[src/design/urbg_consts.svh]
// Constants of the channel ready-signal and baud-rate block.
// Assumes inclusion by bare name from design and testbench files.
`ifndef URBG_CONSTS_SVH
`define URBG_CONSTS_SVH

// ==========================================================
// Register byte offsets on the APB side
`define URBG_ADDR_DATA      8'h00
`define URBG_ADDR_FIFO_CTL  8'h04
`define URBG_ADDR_LINE_CTL  8'h08
`define URBG_ADDR_MODEM_CTL 8'h0C
`define URBG_ADDR_LINE_STAT 8'h10
`define URBG_ADDR_DIV_LO    8'h14
`define URBG_ADDR_DIV_HI    8'h18

// ==========================================================
// Field positions
`define URBG_FIFO_EN         0
`define URBG_FIFO_RXCLR      1
`define URBG_FIFO_TXCLR      2
`define URBG_FIFO_BLOCK      3
`define URBG_FIFO_TRIG_LO    6
`define URBG_FIFO_TRIG_HI    7
`define URBG_MODEM_PRESCALE  7
`define URBG_STAT_DATA_RDY   0
`define URBG_STAT_HOLD_EMPTY 5
`define URBG_STAT_TX_EMPTY   6

// ==========================================================
// Reset values and fifo control write mask
`define URBG_FIFO_CTL_RST   8'h00
`define URBG_LINE_CTL_RST   8'h00
`define URBG_MODEM_CTL_RST  8'h00
`define URBG_FIFO_WMASK     8'hC9

// ==========================================================
// FIFO sizes and trigger levels
`define URBG_DEPTH          5'h10
`define URBG_SINGLE_CAP     5'h01
`define URBG_TX_TRIG        5'h08
`define URBG_RX_TRIG_0      5'h01
`define URBG_RX_TRIG_1      5'h04
`define URBG_RX_TRIG_2      5'h08
`define URBG_RX_TRIG_3      5'h0E

// ==========================================================
// Timing counts
`define URBG_SAMPLES_LAST   4'hF
`define URBG_PRESCALE_LAST  2'h3
`define URBG_WL_BASE        6'h05
`define URBG_TO_EXTRA       6'h0C

`endif

[src/design/urbg_pkg.sv]
// Types shared by the channel ready-signal and baud-rate block.
// Assumes nothing of its surroundings.
package urbg_pkg;
  typedef logic [7:0]  urbg_byte_t;
  typedef logic [4:0]  urbg_cnt_t;
  typedef logic [3:0]  urbg_ptr_t;
  typedef logic [15:0] urbg_div_t;

  // Operating mode, one-hot
  typedef enum logic [2:0] {
    URBG_MODE_SINGLE = 3'b001,
    URBG_MODE_FIFO   = 3'b010,
    URBG_MODE_BLOCK  = 3'b100
  } urbg_mode_e;
endpackage

[src/design/urbg_baud_div.sv]
// Baud generator: optional divide-by-four prescale, then divisor.
// Assumes a one-cycle source tick already in the I_CLK domain.
`timescale 1ns/1ps
`default_nettype none
`include "urbg_consts.svh"
module urbg_baud_div
  import urbg_pkg::*;
(
  // Clock and reset
  input  wire logic       i_clk,
  input  wire logic       i_rst,
  // Control
  input  wire logic       i_enable,
  input  wire logic       i_prescale4,
  input  wire urbg_div_t  i_divisor,
  input  wire logic       i_src_tick,
  // Result
  output logic            o_sample_tick
);
  logic [1:0] pre_r;
  logic [1:0] pre_nxt;
  urbg_div_t  cnt_r;
  urbg_div_t  cnt_nxt;
  logic       tick_r;
  logic       tick_nxt;
  logic       pre_tick;

  // ==========================================================
  // Divider
  always_comb begin
    pre_nxt  = pre_r;
    cnt_nxt  = cnt_r;
    tick_nxt = 1'b0;
    pre_tick = 1'b0;
    if (i_src_tick) begin
      pre_nxt  = pre_r + 2'h1;
      pre_tick = !i_prescale4 || (pre_r == `URBG_PRESCALE_LAST);
    end
    if (!i_enable || (i_divisor == 16'h0000)) begin
      cnt_nxt = 16'h0000;
    end else if (pre_tick) begin
      if (cnt_r >= (i_divisor - 16'h0001)) begin
        cnt_nxt  = 16'h0000;
        tick_nxt = 1'b1;
      end else begin
        cnt_nxt = cnt_r + 16'h0001;
      end
    end
  end

  always_ff @(posedge i_clk) begin
    if (i_rst) begin
      pre_r  <= 2'h0;
      cnt_r  <= 16'h0000;
      tick_r <= 1'b0;
    end else begin
      pre_r  <= pre_nxt;
      cnt_r  <= cnt_nxt;
      tick_r <= tick_nxt;
    end
  end

  assign o_sample_tick = tick_r;
endmodule
`default_nettype wire

[src/design/urbg_top.sv]
// Channel ready signals, FIFOs, receive timeout and baud generator.
// Assumes shift logic on I_CLK and an oscillator pin on I_OSC_IN.
`timescale 1ns/1ps
`default_nettype none
`include "urbg_consts.svh"
module urbg_top
  import urbg_pkg::*;
(
  // Clock and reset
  input  wire logic        I_CLK,
  input  wire logic        I_SYS_RST,
  // APB slave
  input  wire logic        I_PSEL,
  input  wire logic        I_PENABLE,
  input  wire logic        I_PWRITE,
  input  wire logic [7:0]  I_PADDR,
  input  wire logic [31:0] I_PWDATA,
  output logic [31:0]      O_PRDATA,
  output logic             O_PREADY,
  output logic             O_PSLVERR,
  // Oscillator pin
  input  wire logic        I_OSC_IN,
  // Transmit shift logic
  input  wire logic        I_TX_POP,
  input  wire logic        I_TX_SHIFT_EMPTY,
  output urbg_pkg::urbg_byte_t O_TX_DATA,
  output logic             O_TX_VALID,
  // Receive shift logic
  input  wire logic        I_RX_PUSH,
  input  wire urbg_pkg::urbg_byte_t I_RX_DATA,
  // Timing ticks and word length
  output logic             O_SAMPLE_TICK,
  output logic             O_BIT_TICK,
  output logic [1:0]       O_WORD_LEN,
  // Channel pins
  output logic             O_TX_INT,
  output logic             O_RX_INT,
  output logic             O_TX_READY_N,
  output logic             O_RX_READY_N
);
  // ==========================================================
  // Declarations
  logic        pready_r, pready_nxt, pslverr_r, pslverr_nxt;
  logic [31:0] prdata_r, prdata_nxt;
  urbg_byte_t  fifo_control_reg_r, fifo_control_reg_nxt, line_control_reg_r, line_control_reg_nxt;
  urbg_byte_t  modem_control_reg_r, modem_control_reg_nxt, div_lo_r, div_lo_nxt, div_hi_r, div_hi_nxt;
  logic [1:0]  div_set_r, div_set_nxt;
  urbg_byte_t  tx_mem_r [16];
  urbg_byte_t  tx_mem_nxt [16];
  urbg_byte_t  rx_mem_r [16];
  urbg_byte_t  rx_mem_nxt [16];
  urbg_ptr_t   tx_wp_r, tx_wp_nxt, tx_rp_r, tx_rp_nxt;
  urbg_ptr_t   rx_wp_r, rx_wp_nxt, rx_rp_r, rx_rp_nxt;
  urbg_cnt_t   tx_cnt_r, tx_cnt_nxt, rx_cnt_r, rx_cnt_nxt;
  urbg_byte_t  tx_data_r;
  logic        tx_valid_r;
  logic [2:0]  osc_r, osc_nxt;
  logic [3:0]  samp_r, samp_nxt;
  logic        bit_tick_r, bit_tick_nxt;
  logic [5:0]  to_cnt_r, to_cnt_nxt;
  logic        to_flag_r, to_flag_nxt;
  logic        tx_int_r, tx_int_nxt, rx_int_r, rx_int_nxt;
  logic        tx_rdy_n_r, tx_rdy_n_nxt, rx_rdy_n_r, rx_rdy_n_nxt;
  logic        done, wr_done, rd_done, osc_tick, sample_tick;
  logic        tx_push, tx_pop, rx_push, rx_pop, tx_clr, rx_clr;
  urbg_cnt_t   cap, rx_trig;
  logic [5:0]  wl_bits, to_limit;
  urbg_mode_e  mode;

  // ==========================================================
  // Bus decode, mode and trigger selection
  assign done    = I_PSEL && I_PENABLE && pready_r;
  assign wr_done = done && I_PWRITE;
  assign rd_done = done && !I_PWRITE;
  assign mode    = !fifo_control_reg_r[`URBG_FIFO_EN] ? URBG_MODE_SINGLE :
                   (fifo_control_reg_r[`URBG_FIFO_BLOCK] ? URBG_MODE_BLOCK : URBG_MODE_FIFO);
  assign cap     = fifo_control_reg_r[`URBG_FIFO_EN] ? `URBG_DEPTH : `URBG_SINGLE_CAP;
  always_comb begin
    unique case (fifo_control_reg_r[`URBG_FIFO_TRIG_HI:`URBG_FIFO_TRIG_LO])
      2'h0:    rx_trig = `URBG_RX_TRIG_0;
      2'h1:    rx_trig = `URBG_RX_TRIG_1;
      2'h2:    rx_trig = `URBG_RX_TRIG_2;
      default: rx_trig = `URBG_RX_TRIG_3;
    endcase
  end

  // ==========================================================
  // APB slave and control registers
  always_comb begin
    pready_nxt  = I_PSEL && I_PENABLE && !pready_r;
    prdata_nxt  = prdata_r;
    pslverr_nxt = 1'b0;
    fifo_control_reg_nxt  = fifo_control_reg_r;
    line_control_reg_nxt  = line_control_reg_r;
    modem_control_reg_nxt = modem_control_reg_r;
    div_lo_nxt  = div_lo_r;
    div_hi_nxt  = div_hi_r;
    div_set_nxt = div_set_r;
    tx_clr      = 1'b0;
    rx_clr      = 1'b0;
    if (I_PSEL && I_PENABLE && !pready_r) begin
      prdata_nxt = 32'h0000_0000;
      unique case (I_PADDR)
        `URBG_ADDR_DATA:      prdata_nxt[7:0] = rx_mem_r[rx_rp_r];
        `URBG_ADDR_FIFO_CTL:  prdata_nxt[7:0] = fifo_control_reg_r;
        `URBG_ADDR_LINE_CTL:  prdata_nxt[7:0] = line_control_reg_r;
        `URBG_ADDR_MODEM_CTL: prdata_nxt[7:0] = modem_control_reg_r;
        `URBG_ADDR_LINE_STAT: begin
          prdata_nxt[`URBG_STAT_DATA_RDY]   = (rx_cnt_r != 5'h00);
          prdata_nxt[`URBG_STAT_HOLD_EMPTY] = (tx_cnt_r == 5'h00);
          prdata_nxt[`URBG_STAT_TX_EMPTY]   = (tx_cnt_r == 5'h00) && I_TX_SHIFT_EMPTY;
        end
        `URBG_ADDR_DIV_LO:    prdata_nxt[7:0] = div_lo_r;
        `URBG_ADDR_DIV_HI:    prdata_nxt[7:0] = div_hi_r;
        default:              pslverr_nxt = 1'b1;
      endcase
    end
    if (wr_done) begin
      unique case (I_PADDR)
        `URBG_ADDR_FIFO_CTL: begin
          fifo_control_reg_nxt = I_PWDATA[7:0] & `URBG_FIFO_WMASK;
          tx_clr  = I_PWDATA[`URBG_FIFO_TXCLR] || (I_PWDATA[`URBG_FIFO_EN] != fifo_control_reg_r[`URBG_FIFO_EN]);
          rx_clr  = I_PWDATA[`URBG_FIFO_RXCLR] || (I_PWDATA[`URBG_FIFO_EN] != fifo_control_reg_r[`URBG_FIFO_EN]);
        end
        `URBG_ADDR_LINE_CTL:  line_control_reg_nxt  = I_PWDATA[7:0];
        `URBG_ADDR_MODEM_CTL: modem_control_reg_nxt = I_PWDATA[7:0];
        `URBG_ADDR_DIV_LO: begin
          div_lo_nxt     = I_PWDATA[7:0];
          div_set_nxt[0] = 1'b1;
        end
        `URBG_ADDR_DIV_HI: begin
          div_hi_nxt     = I_PWDATA[7:0];
          div_set_nxt[1] = 1'b1;
        end
        default: ;
      endcase
    end
  end

  always_ff @(posedge I_CLK) begin
    div_lo_r <= div_lo_nxt;
    div_hi_r <= div_hi_nxt;
    if (I_SYS_RST) begin
      pready_r  <= 1'b0;
      prdata_r  <= 32'h0000_0000;
      pslverr_r <= 1'b0;
      fifo_control_reg_r  <= `URBG_FIFO_CTL_RST;
      line_control_reg_r  <= `URBG_LINE_CTL_RST;
      modem_control_reg_r <= `URBG_MODEM_CTL_RST;
      div_set_r <= 2'h0;
    end else begin
      pready_r  <= pready_nxt;
      prdata_r  <= prdata_nxt;
      pslverr_r <= pslverr_nxt;
      fifo_control_reg_r  <= fifo_control_reg_nxt;
      line_control_reg_r  <= line_control_reg_nxt;
      modem_control_reg_r <= modem_control_reg_nxt;
      div_set_r <= div_set_nxt;
    end
  end

  // ==========================================================
  // Transmit and receive FIFOs
  assign tx_push = wr_done && (I_PADDR == `URBG_ADDR_DATA) && (tx_cnt_r < cap);
  assign tx_pop  = I_TX_POP && (tx_cnt_r != 5'h00);
  assign rx_push = I_RX_PUSH && (rx_cnt_r < cap);
  assign rx_pop  = rd_done && (I_PADDR == `URBG_ADDR_DATA) && (rx_cnt_r != 5'h00);

  always_comb begin
    tx_mem_nxt = tx_mem_r;
    rx_mem_nxt = rx_mem_r;
    tx_wp_nxt  = tx_wp_r + {3'h0, tx_push};
    tx_rp_nxt  = tx_rp_r + {3'h0, tx_pop};
    rx_wp_nxt  = rx_wp_r + {3'h0, rx_push};
    rx_rp_nxt  = rx_rp_r + {3'h0, rx_pop};
    tx_cnt_nxt = tx_cnt_r + {4'h0, tx_push} - {4'h0, tx_pop};
    rx_cnt_nxt = rx_cnt_r + {4'h0, rx_push} - {4'h0, rx_pop};
    if (tx_push) begin
      tx_mem_nxt[tx_wp_r] = I_PWDATA[7:0];
    end
    if (rx_push) begin
      rx_mem_nxt[rx_wp_r] = I_RX_DATA;
    end
    if (tx_clr) begin
      tx_wp_nxt  = 4'h0;
      tx_rp_nxt  = 4'h0;
      tx_cnt_nxt = 5'h00;
    end
    if (rx_clr) begin
      rx_wp_nxt  = 4'h0;
      rx_rp_nxt  = 4'h0;
      rx_cnt_nxt = 5'h00;
    end
  end

  always_ff @(posedge I_CLK) begin
    tx_mem_r  <= tx_mem_nxt;
    rx_mem_r  <= rx_mem_nxt;
    if (I_SYS_RST) begin
      tx_wp_r    <= 4'h0;
      tx_rp_r    <= 4'h0;
      rx_wp_r    <= 4'h0;
      rx_rp_r    <= 4'h0;
      tx_cnt_r   <= 5'h00;
      rx_cnt_r   <= 5'h00;
      tx_data_r  <= 8'h00;
      tx_valid_r <= 1'b0;
    end else begin
      tx_wp_r    <= tx_wp_nxt;
      tx_rp_r    <= tx_rp_nxt;
      rx_wp_r    <= rx_wp_nxt;
      rx_rp_r    <= rx_rp_nxt;
      tx_cnt_r   <= tx_cnt_nxt;
      rx_cnt_r   <= rx_cnt_nxt;
      tx_data_r  <= tx_mem_nxt[tx_rp_nxt];
      tx_valid_r <= (tx_cnt_nxt != 5'h00);
    end
  end

  // ==========================================================
  // Oscillator sync, bit ticks and receive timeout
  assign osc_tick = osc_r[1] && !osc_r[2];
  assign wl_bits  = {4'h0, line_control_reg_r[1:0]} + `URBG_WL_BASE;
  assign to_limit = {wl_bits[3:0], 2'b00} + `URBG_TO_EXTRA;

  always_comb begin
    osc_nxt      = {osc_r[1:0], I_OSC_IN};
    samp_nxt     = samp_r;
    bit_tick_nxt = 1'b0;
    to_cnt_nxt   = to_cnt_r;
    to_flag_nxt  = to_flag_r;
    if (sample_tick) begin
      samp_nxt     = samp_r + 4'h1;
      bit_tick_nxt = (samp_r == `URBG_SAMPLES_LAST);
    end
    if (rx_push || rx_pop || rx_clr || (rx_cnt_r == 5'h00)) begin
      to_cnt_nxt  = 6'h00;
      to_flag_nxt = 1'b0;
    end else if (bit_tick_r && !to_flag_r) begin
      to_cnt_nxt  = to_cnt_r + 6'h01;
      to_flag_nxt = ((to_cnt_r + 6'h01) >= to_limit);
    end
  end

  always_ff @(posedge I_CLK) begin
    if (I_SYS_RST) begin
      osc_r      <= 3'h0;
      samp_r     <= 4'h0;
      bit_tick_r <= 1'b0;
      to_cnt_r   <= 6'h00;
      to_flag_r  <= 1'b0;
    end else begin
      osc_r      <= osc_nxt;
      samp_r     <= samp_nxt;
      bit_tick_r <= bit_tick_nxt;
      to_cnt_r   <= to_cnt_nxt;
      to_flag_r  <= to_flag_nxt;
    end
  end

  urbg_baud_div u_baud (
    .i_clk         (I_CLK),
    .i_rst         (I_SYS_RST),
    .i_enable      (div_set_r == 2'h3),
    .i_prescale4   (modem_control_reg_r[`URBG_MODEM_PRESCALE]),
    .i_divisor     ({div_hi_r, div_lo_r}),
    .i_src_tick    (osc_tick),
    .o_sample_tick (sample_tick)
  );

  // ==========================================================
  // Interrupt and ready pins
  always_comb begin
    tx_int_nxt   = tx_int_r;
    rx_int_nxt   = rx_int_r;
    tx_rdy_n_nxt = tx_rdy_n_r;
    rx_rdy_n_nxt = rx_rdy_n_r;
    unique case (mode)
      URBG_MODE_SINGLE: begin
        tx_int_nxt   = (tx_cnt_nxt == 5'h00);
        rx_int_nxt   = (rx_cnt_nxt != 5'h00);
        rx_rdy_n_nxt = (rx_cnt_nxt == 5'h00);
        tx_rdy_n_nxt = (tx_cnt_nxt != 5'h00);
      end
      URBG_MODE_FIFO: begin
        tx_int_nxt   = (tx_cnt_nxt == 5'h00);
        rx_int_nxt   = (rx_cnt_nxt >= rx_trig);
        rx_rdy_n_nxt = (rx_cnt_nxt == 5'h00);
        tx_rdy_n_nxt = (tx_cnt_nxt != 5'h00);
      end
      URBG_MODE_BLOCK: begin
        tx_int_nxt   = !(tx_cnt_nxt > `URBG_TX_TRIG);
        rx_int_nxt   = (rx_cnt_nxt >= rx_trig);
        if (rx_cnt_nxt == 5'h00) begin
          rx_rdy_n_nxt = 1'b1;
        end else if ((rx_cnt_nxt >= rx_trig) || to_flag_nxt) begin
          rx_rdy_n_nxt = 1'b0;
        end
        tx_rdy_n_nxt = (tx_cnt_nxt >= `URBG_DEPTH);
      end
    endcase
  end

  always_ff @(posedge I_CLK) begin
    if (I_SYS_RST) begin
      tx_int_r   <= 1'b1;
      rx_int_r   <= 1'b0;
      tx_rdy_n_r <= 1'b0;
      rx_rdy_n_r <= 1'b1;
    end else begin
      tx_int_r   <= tx_int_nxt;
      rx_int_r   <= rx_int_nxt;
      tx_rdy_n_r <= tx_rdy_n_nxt;
      rx_rdy_n_r <= rx_rdy_n_nxt;
    end
  end

  // ==========================================================
  // Outputs
  assign O_PRDATA      = prdata_r;
  assign O_PREADY      = pready_r;
  assign O_PSLVERR     = pslverr_r;
  assign O_TX_DATA     = tx_data_r;
  assign O_TX_VALID    = tx_valid_r;
  assign O_SAMPLE_TICK = sample_tick;
  assign O_BIT_TICK    = bit_tick_r;
  assign O_WORD_LEN    = line_control_reg_r[1:0];
  assign O_TX_INT      = tx_int_r;
  assign O_RX_INT      = rx_int_r;
  assign O_TX_READY_N  = tx_rdy_n_r;
  assign O_RX_READY_N  = rx_rdy_n_r;
endmodule
`default_nettype wire

[config.mk]
export PLATFORM = sky130hd
export DESIGN_NAME = urbg_top
export DESIGN_NICKNAME = d
export VERILOG_FILES = /design/src/design/urbg_pkg.sv /design/src/design/urbg_baud_div.sv /design/src/design/urbg_top.sv
export VERILOG_INCLUDE_DIRS = /design/src /design/src/design
export SDC_FILE = /design/constraint.sdc
export NUM_CORES = 1
export LEC_CHECK = 0
export ABC_AREA = 0
export BUFFER_PORTS_ARGS = -buffer_cell sky130_fd_sc_hd__buf_2
export CORE_MARGIN = 2
export CORE_UTILIZATION = 50
export DETAILED_ROUTE_END_ITERATION = 8
export HOLD_SLACK_MARGIN = 0.12
export MAX_ROUTING_LAYER = met4
export PLACE_DENSITY = 0.8
export SYNTH_ARGS = -nofsm -noshare
export SYNTH_HDL_FRONTEND = slang
export SYNTH_SLANG_ARGS = --single-unit
[constraint.sdc]
create_clock -name I_CLK -period 4.8 [get_ports I_CLK]
set_clock_uncertainty 0.2 [all_clocks]
set_input_delay 0.72 -clock I_CLK [delete_from_list [all_inputs] [get_ports I_CLK]]
set_output_delay 0.72 -clock I_CLK [all_outputs]
set_load 0.05 [all_outputs]
==> results of run 1 <==
cell usage after synthesis (5+ instances only):
cell	instances
dfxtp_1	233
edfxtp_1	144
nor2_1	119
nand2_1	111
mux2_2	84
inv_1	67
o21ai_0	66
nand4_1	55
ha_1	52
clkbuf_1	49
a21oi_1	48
mux2i_1	40
o211ai_1	40
xnor2_1	37
o22ai_1	29
buf_4	27
xor2_1	23
and2_1	20
nand3_1	20
nor3_1	20
a221oi_1	17
a22oi_1	16
mux4_2	16
nand2b_1	16
nor2b_1	11
nor4_1	11
a31oi_1	10
buf_1	9
and3_1	8
o21bai_1	8
or4_1	8
a211o_1	7
clkbuf_8	7
nor4_4	7
a21o_1	6
buf_2	6
o221ai_2	6
or2_2	6
and4_1	5
o21a_1	5
metal layers:
layer  routed length, µm  global-route usage, %  vias to the layer above
met3                3580                   4.52                       94
met1               17200                   30.8                     5880
li1                    -                      -                     5742
met5                   0                      -                        -
met4                1100                   7.36                        0
met2               18600                   35.8                      511
worst max-delay path: cells and delay by family:
kind / cells / cell delay [ns]
AND/OR/NAND/NOR: 7 / 1.57
buffers and inverters: 2 / 0.22
XOR/XNOR: 1 / 0.28
AO/OA/AOI/OAI: 4 / 0.76
adder cells (fa/ha/maj): 3 / 0.87
final timing paths:
path,to,cells after the start,startpoint
worst max-delay path,O_RX_READY_N,17,I_PADDR[4]
worst min-delay path,osc_r[0],2,I_OSC_IN
worst max register to register,O_TX_READY_N,18,fifo_control_reg_r[0]
worst min register to register,tx_mem_r[51],2,tx_mem_r[51]
cell families (layout without fill, tap and decap cells):
group / count (synthesis) / in the layout
buffers and inverters: 172 / 237
muxes: 142 / 142
adders and majority gates: 54 / 54
other: 1 / 25
DFF: 377 / 377
AOI/OAI and AO/OA: 285 / 285
and+or+nand+nor: 448 / 448
xor gates and xnor gates: 60 / 60
area by class of cell:
cell class | count | area, µm² | share of cell area, %
Antenna cell | 1 | 2.50 | 0.0132
Tap cell | 448 | 561 | 2.95
Multi-Input combinational cell | 1013 | 7390 | 38.9
Clock inverter | 12 | 101 | 0.533
Sequential cell | 377 | 8990 | 47.3
Timing Repair Buffer | 98 | 588 | 3.09
Inverter | 68 | 255 | 1.34
Clock buffer | 59 | 1130 | 5.95
metrics by stage:
stage          hold slack [ns]  instance area, µm²  std cells
2_1_floorplan            0.210               17200       1562
3_3_place_gp             0.219               17800       2004
3_5_place_dp             0.223               17800       2004
4_1_cts                  0.228               19000       2075
5_1_grt                  0.247               19000       2076
6_report                 0.242               19000       2076
sequential cells by signal (all words and copies together), names as in the netlist, 2 cells and up:
name and count:
rx_mem_r 128, div_set_r 2, u_baud.cnt_r 16, fifo_control_reg_r 4, rx_cnt_r 5, tx_cnt_r 5
to_cnt_r 6, tx_mem_r 128, u_baud.pre_r 2, div_hi_r 8, rx_wp_r 4, osc_r 3
line_control_reg_r 8, tx_rp_r 4, modem_control_reg_r 8, tx_wp_r 4, rx_rp_r 4, O_TX_DATA 8
samp_r 4, div_lo_r 8, O_PRDATA 8
power groups by stage:
stage | clock network (mW) | logic, mW | registers [mW]
finish | 2.88 | 2.09 | 3.53
global route | 3.06 | 2.27 | 3.54
CTS | 2.92 | 2.06 | 3.53
detailed placement | 0 | 2.03 | 3.59
global placement | 0 | 1.97 | 3.59
floorplan | 0 | 1.43 | 3.69
==> reports/summary.txt, run 1 <==
Fin. Hold Viols -> 0
Yosys top cell area share -> 27.2%
Max FO, Critical Path -> 3
Startpoint Class -> primary input
part of the power in registers -> 41.5%
distinct cell type count after synthesis -> 87
Setup TNS -> 0 ns
Period minus WS final -> 4.18 ns
Max Slew Vio Count -> 0
crit path cell chain -> buf_2 > or4_4 > nor2_2 > nand2_1 > nor4_1 > nand2_1 > nand2_1 > ha_1 > inv_1 > fa_1 > xnor2_1 > nor2_1 > ha_1 > a21o_1 > a211oi_1 > a31oi_1 > o21ai_0
Post-Synth Adder-Cell Area -> 4.03%
Mean Syn Cell Area -> 11.1 µm²
XOR/XNOR Fraction of Synth Area -> 3.06%
total power draw -> 8.50 mW
first-pass GRT wire length -> 63.6 mm
Layout Utilization -> 56.6%
main area contributors after synthesis -> dfxtp_1, edfxtp_1, mux2_2
DR vias -> 12200
core footprint -> 33600 µm²
status -> finished clean
synthesized flop and latch total -> 377
most used cell, CP -> nand2_1
most frequent cells in the layout -> dfxtp_1, edfxtp_1, nor2_1
pin count of the biggest net entering global routing -> 46
Post-CTS Setup Inserts -> 0
data required time of the worst path -> 5.05 ns
initial antenna violation count -> 1
CTS tree -> done
critical path class -> primary input to flip-flop
layout cells sized above 1 -> 18.0%
Yosys warning count -> 0
number of enable flip-flop cells after synthesis -> 144
Num Clock Sinks -> 377
Max-slew headroom -> 9.89%
Total Routed Length -> 40.5 mm
Most used DFF post-synth -> dfxtp_1
Initial Util -> 51.0%
post-DP HPWL -> 27.4 mm
Worst-Skew Late Latency -> 0.54 ns
die area -> 35800 µm²
post-cts sizing count -> 0
Die Ht -> 189 µm
Logic pwr share -> 24.6%
CP arrival -> 4.43 ns
DRC -> 0
I/O pin cnt -> 108
Max clock buf depth -> 3
Cell Area, Synth -> 17200 µm²
Seq/Total Area, Yosys -> 52.4%
CTS Hold Buffers Added -> 0
setup slack, reg-to-reg -> 0.79 ns
Nets -> 1708
CTS buffer count -> 39
maximum VDD drop -> 273 µV
Clk network pwr share -> 33.9%
post-synthesis mux area share -> 10.1%
Syn-to-layout area delta -> 10.9%
dominant combinational cell family by area after synthesis -> simple AND/OR/NAND/NOR gates
most common cell after layout, fill and taps aside -> dfxtp_1
worst min path class -> primary input to flip-flop
Pleak -> 7.30 nW
crit share post-route -> 87.2%
power per standard cell area -> 447 nW/µm²
Worst-Margin Slew -> 1.33 ns
fillers -> 2655
wire per inst -> 19.5 µm
PortBufs -> 59
Post-synth ARST share -> 0%
pre-CTS setup slack -> 0.136 ns
initial DRC count -> 1135
Setup-failing EPs final -> 0
# rows -> 67
max-cap viol count -> 0
Fmax achieved -> 0.239 GHz
DRT antenna net count -> 0
Post-Synth Simple-Gate Area -> 14.1%
CP max stage cell -> or4_4
Synth area leader -> dfxtp_1
RSZ-0062 raised after global routing -> no
Psw -> 2.65 mW
Worst-path clk slew -> 0.06 ns
sw frac -> 31.2%
Pre-antenna DRT Iters -> 6
post-synthesis cell count -> 1539
Setup WS post-layout -> 0.616 ns
H-tree levels -> 2
largest stage delay on the critical path -> 0.58 ns
internal power -> 5.85 mW
vias per cell -> 5.89
GPL Wtd Cong -> 0.905
Total GRT Usage -> 23.1%
Synth Area in Compound Gates -> 11.2%
total gr overflow -> 0
vias in the first global route -> 11800
Die X -> 189 µm
clk root buf -> clkbuf_16
Crit. End Element -> flip-flop
No activity file was read; power rests on OpenSTA's default activity.
==> run 2: changes to the inputs <==
SYNTH_HIERARCHICAL = 1   (was default)
clock period = 4.21 ns   (was 4.8 ns; I/O delays follow)
==> reports/summary.txt, run 2 <==
status -> finished clean
Post-CTS Setup Inserts -> 0 (unchanged)
power per standard cell area -> 488 nW/µm² (+9.1%)
Pleak -> 7.33 nW (+0.43%)
Largest regs -> rx_mem_r x128, tx_mem_r x128, u_baud/cnt_r x16
number of enable flip-flop cells after synthesis -> 144 (unchanged)
reg-to-reg critical path startpoint -> tx_cnt_r[3]
Worst-Skew Late Latency -> 0.54 ns (about the same)
Mean Syn Cell Area -> 12.1 µm² (+8.5%)
Worst-Margin Slew -> 1.22 ns (-0.109 ns)
setup slack, reg-to-reg -> 0.34 ns (-0.45 ns)
I/O pin cnt -> 108 (unchanged)
Max-slew headroom -> 17.6% (+7.8 points)
Crit. End Element -> flip-flop
Startpoint Class -> flip-flop
Seq/Total Area, Yosys -> 52.8% (+0.42 points)
Fmax achieved -> 0.259 GHz
Yosys top cell area share -> 27.4% (+0.22 points)
vias per cell -> 5.80 (-1.5%)
first-pass GRT wire length -> 60.7 mm (-4.7%)
top cells by count, synth -> dfxtp_1, mux2_2, edfxtp_1, nor2_1, nand2_1
CTS tree -> done
worst min-delay path startpoint -> osc_r[0]
total gr overflow -> 0 (unchanged)
data required time of the worst path -> 4.48 ns (-0.57 ns)
Post-synth ARST share -> 0% (unchanged)
most frequent cells in the layout -> dfxtp_1, mux2_2, edfxtp_1
Layout Utilization -> 57.1% (+0.56 points)
# rows -> 67 (unchanged)
Hold Crit Endpoint -> osc_r[1]
post-DP HPWL -> 26.6 mm (-2.9%)
clk root buf -> clkbuf_16
initial DRC count -> 956 (-16%)
CP arrival -> 4.14 ns (-0.29 ns)
pin count of the biggest net entering global routing -> 47 (+2.2%)
Layout Cells excl Fill -> 1964 (-5.4%)
Die X -> 188 µm (-0.39%)
Die Ht -> 188 µm (-0.39%)
crit share post-route -> 91.8%
post-synthesis cell count -> 1407 (-8.6%)
Max Slew Vio Count -> 0 (unchanged)
core footprint -> 33500 µm² (-0.25%)
Initial Util -> 50.7% (-0.28 points)
CTS buffer count -> 39 (unchanged)
fillers -> 2688 (+1.2%)
Period minus WS final -> 3.87 ns
RSZ-0062 raised after global routing -> no
DRT antenna net count -> 0 (unchanged)
most common cell in the synthesized netlist -> dfxtp_1
Setup-failing EPs final -> 0 (unchanged)
Max clock buf depth -> 3 (unchanged)
Num Clock Sinks -> 377 (unchanged)
max-cap viol count -> 0 (unchanged)
DRC -> 0 (unchanged)
main area contributors after synthesis -> dfxtp_1, edfxtp_1, mux2_2
Nets -> 1599 (-6.4%)
Most used DFF post-synth -> dfxtp_1
distinct cell type count after synthesis -> 73 (-16%)
worst-case reg-to-reg path depth -> 13 (-5)
critical path class -> flip-flop to flip-flop
PortBufs -> 59 (unchanged)
Synth area leader -> dfxtp_1
Cell Area, Synth -> 17000 µm² (-0.79%)
most common cell after layout, fill and taps aside -> dfxtp_1
initial antenna violation count -> 0 (-1)
worst r2r dst -> O_TX_DATA[7]
worst hold slack -> 0.243 ns (+0.000931 ns)
vias in the first global route -> 11300 (-4.3%)
DR vias -> 11400 (-6.8%)
Max FO, Critical Path -> 8 (+5)
die area -> 35500 µm² (-0.78%)
H-tree levels -> 2 (unchanged)
layout cells sized above 1 -> 25.5% (+7.5 points)
Total Routed Length -> 38.2 mm (-5.7%)
Worst-path clk slew -> 0.06 ns (about the same)
number of diodes -> 0 (-1)
synthesized flop and latch total -> 377 (unchanged)
placed cells -> 1894 (-5.5%)
maximum VDD drop -> 355 µV (+30%)
wire per inst -> 19.5 µm (-0.30%)
Fin. Hold Viols -> 0 (unchanged)
Syn-to-layout area delta -> 12.6%
worst min path class -> flip-flop to flip-flop
Total GRT Usage -> 22.1% (-1.1 points)
GPL Wtd Cong -> 0.873 (-3.5%)
Yosys warning count -> 6 (+6)
Pre-antenna DRT Iters -> 5 (-1)
Hold Crit Depth -> 1 (-1)
## run 2: cell types whose count changed in the layout (fill, tap and decap cells not counted), sizes merged, moves of 22 or more
cell / before / now
o21ai: 69 / 19
nand2: 112 / 66
o211ai: 40 / 4
inv: 69 / 32
mux2i: 40 / 18
o22ai: 30 / 2
mux2: 86 / 158
mux4: 16 / 40
nand4: 56 / 31
## run 2: how the worst max path moves through the flow
stage,from,to,slack (ns),depth (start not counted)
after detailed placement,I_PADDR[4],O_RX_READY_N,-0.11,17
after floorplan,I_PADDR[2],O_RX_READY_N,0.03,16
final,tx_cnt_r[3],O_TX_DATA[7],0.34,13
after global routing,div_lo_r[0],u_baud/cnt_r[9],0.04,13
after CTS,div_lo_r[0],u_baud/cnt_r[6],0.40,13
after global placement,I_PADDR[4],O_RX_INT,0.008,17
## run 2: critical path, stage by stage (launching register included)
cell       delay, ns
dfxtp_1         0.39
inv_1           0.09
ha_1            0.18
nor4b_1         0.14
buf_4           0.14
nor2b_1         0.18
ha_1            0.22
ha_1            0.16
xor2_1          0.33
nand3_1         0.19
nor3_1          0.84
o221ai_1        0.37
a2bb2oi_1       0.22
nand4_1         0.15
## run 2: through the flow
step                      total power [mW]  worst slack [ns]  setup TNS, ns  instance area (µm²)
after floorplan                       5.49            0.0294              0                17100
after global placement                6.00           0.00802              0                17900
after detailed placement              6.08            -0.107         -0.219                17900
after CTS                             9.39             0.400              0                19200
after global routing                  9.76            0.0435              0                19200
final                                 9.34             0.343              0                19200
## run 2: repair_timing
item / in CTS / in global routing
resized for setup: 0 / 0
hold buffers: 1 / 0
endpoints found under the setup margin: 0 / 0
endpoints found under the hold margin: 1 / 0
## run 2: cell families after synthesis
group,Yosys count,synth area share [%]
AOI/OAI and AO/OA,165,7.37
buffers and inverters,129,3.59
muxes,216,17.1
other,1,0.0220
adders and majority gates,55,4.12
xor gates and xnor gates,59,3.04
DFF,377,52.8
and+or+nand+nor,405,12.0
## run 2: layout make-up
class | instances | area [µm²] | area share (%)
inverters | 31 | 116 | 0.607
multi-input cells | 924 | 7530 | 39.3
clock inverters | 18 | 141 | 0.738
clock buffers | 51 | 1090 | 5.70
well taps | 448 | 561 | 2.93
flip-flops and latches | 377 | 8990 | 46.9
repair buffers | 115 | 731 | 3.81
## run 2: layer usage
metal | global-route usage, % | vias to the layer above | routed length [µm]
met5 | - | - | 0
met4 | 7.33 | 0 | 1140
met3 | 3.89 | 77 | 2430
met2 | 36.7 | 390 | 18800
met1 | 27.5 | 5587 | 15900
li1 | - | 5341 | -
## run 2: power by group
part           switching [mW]  total [mW]  internal [mW]
logic                    1.29        2.04          0.751
registers              0.0722        3.99           3.92
clock network            1.41        3.31           1.90
total                    2.77        9.34           6.57
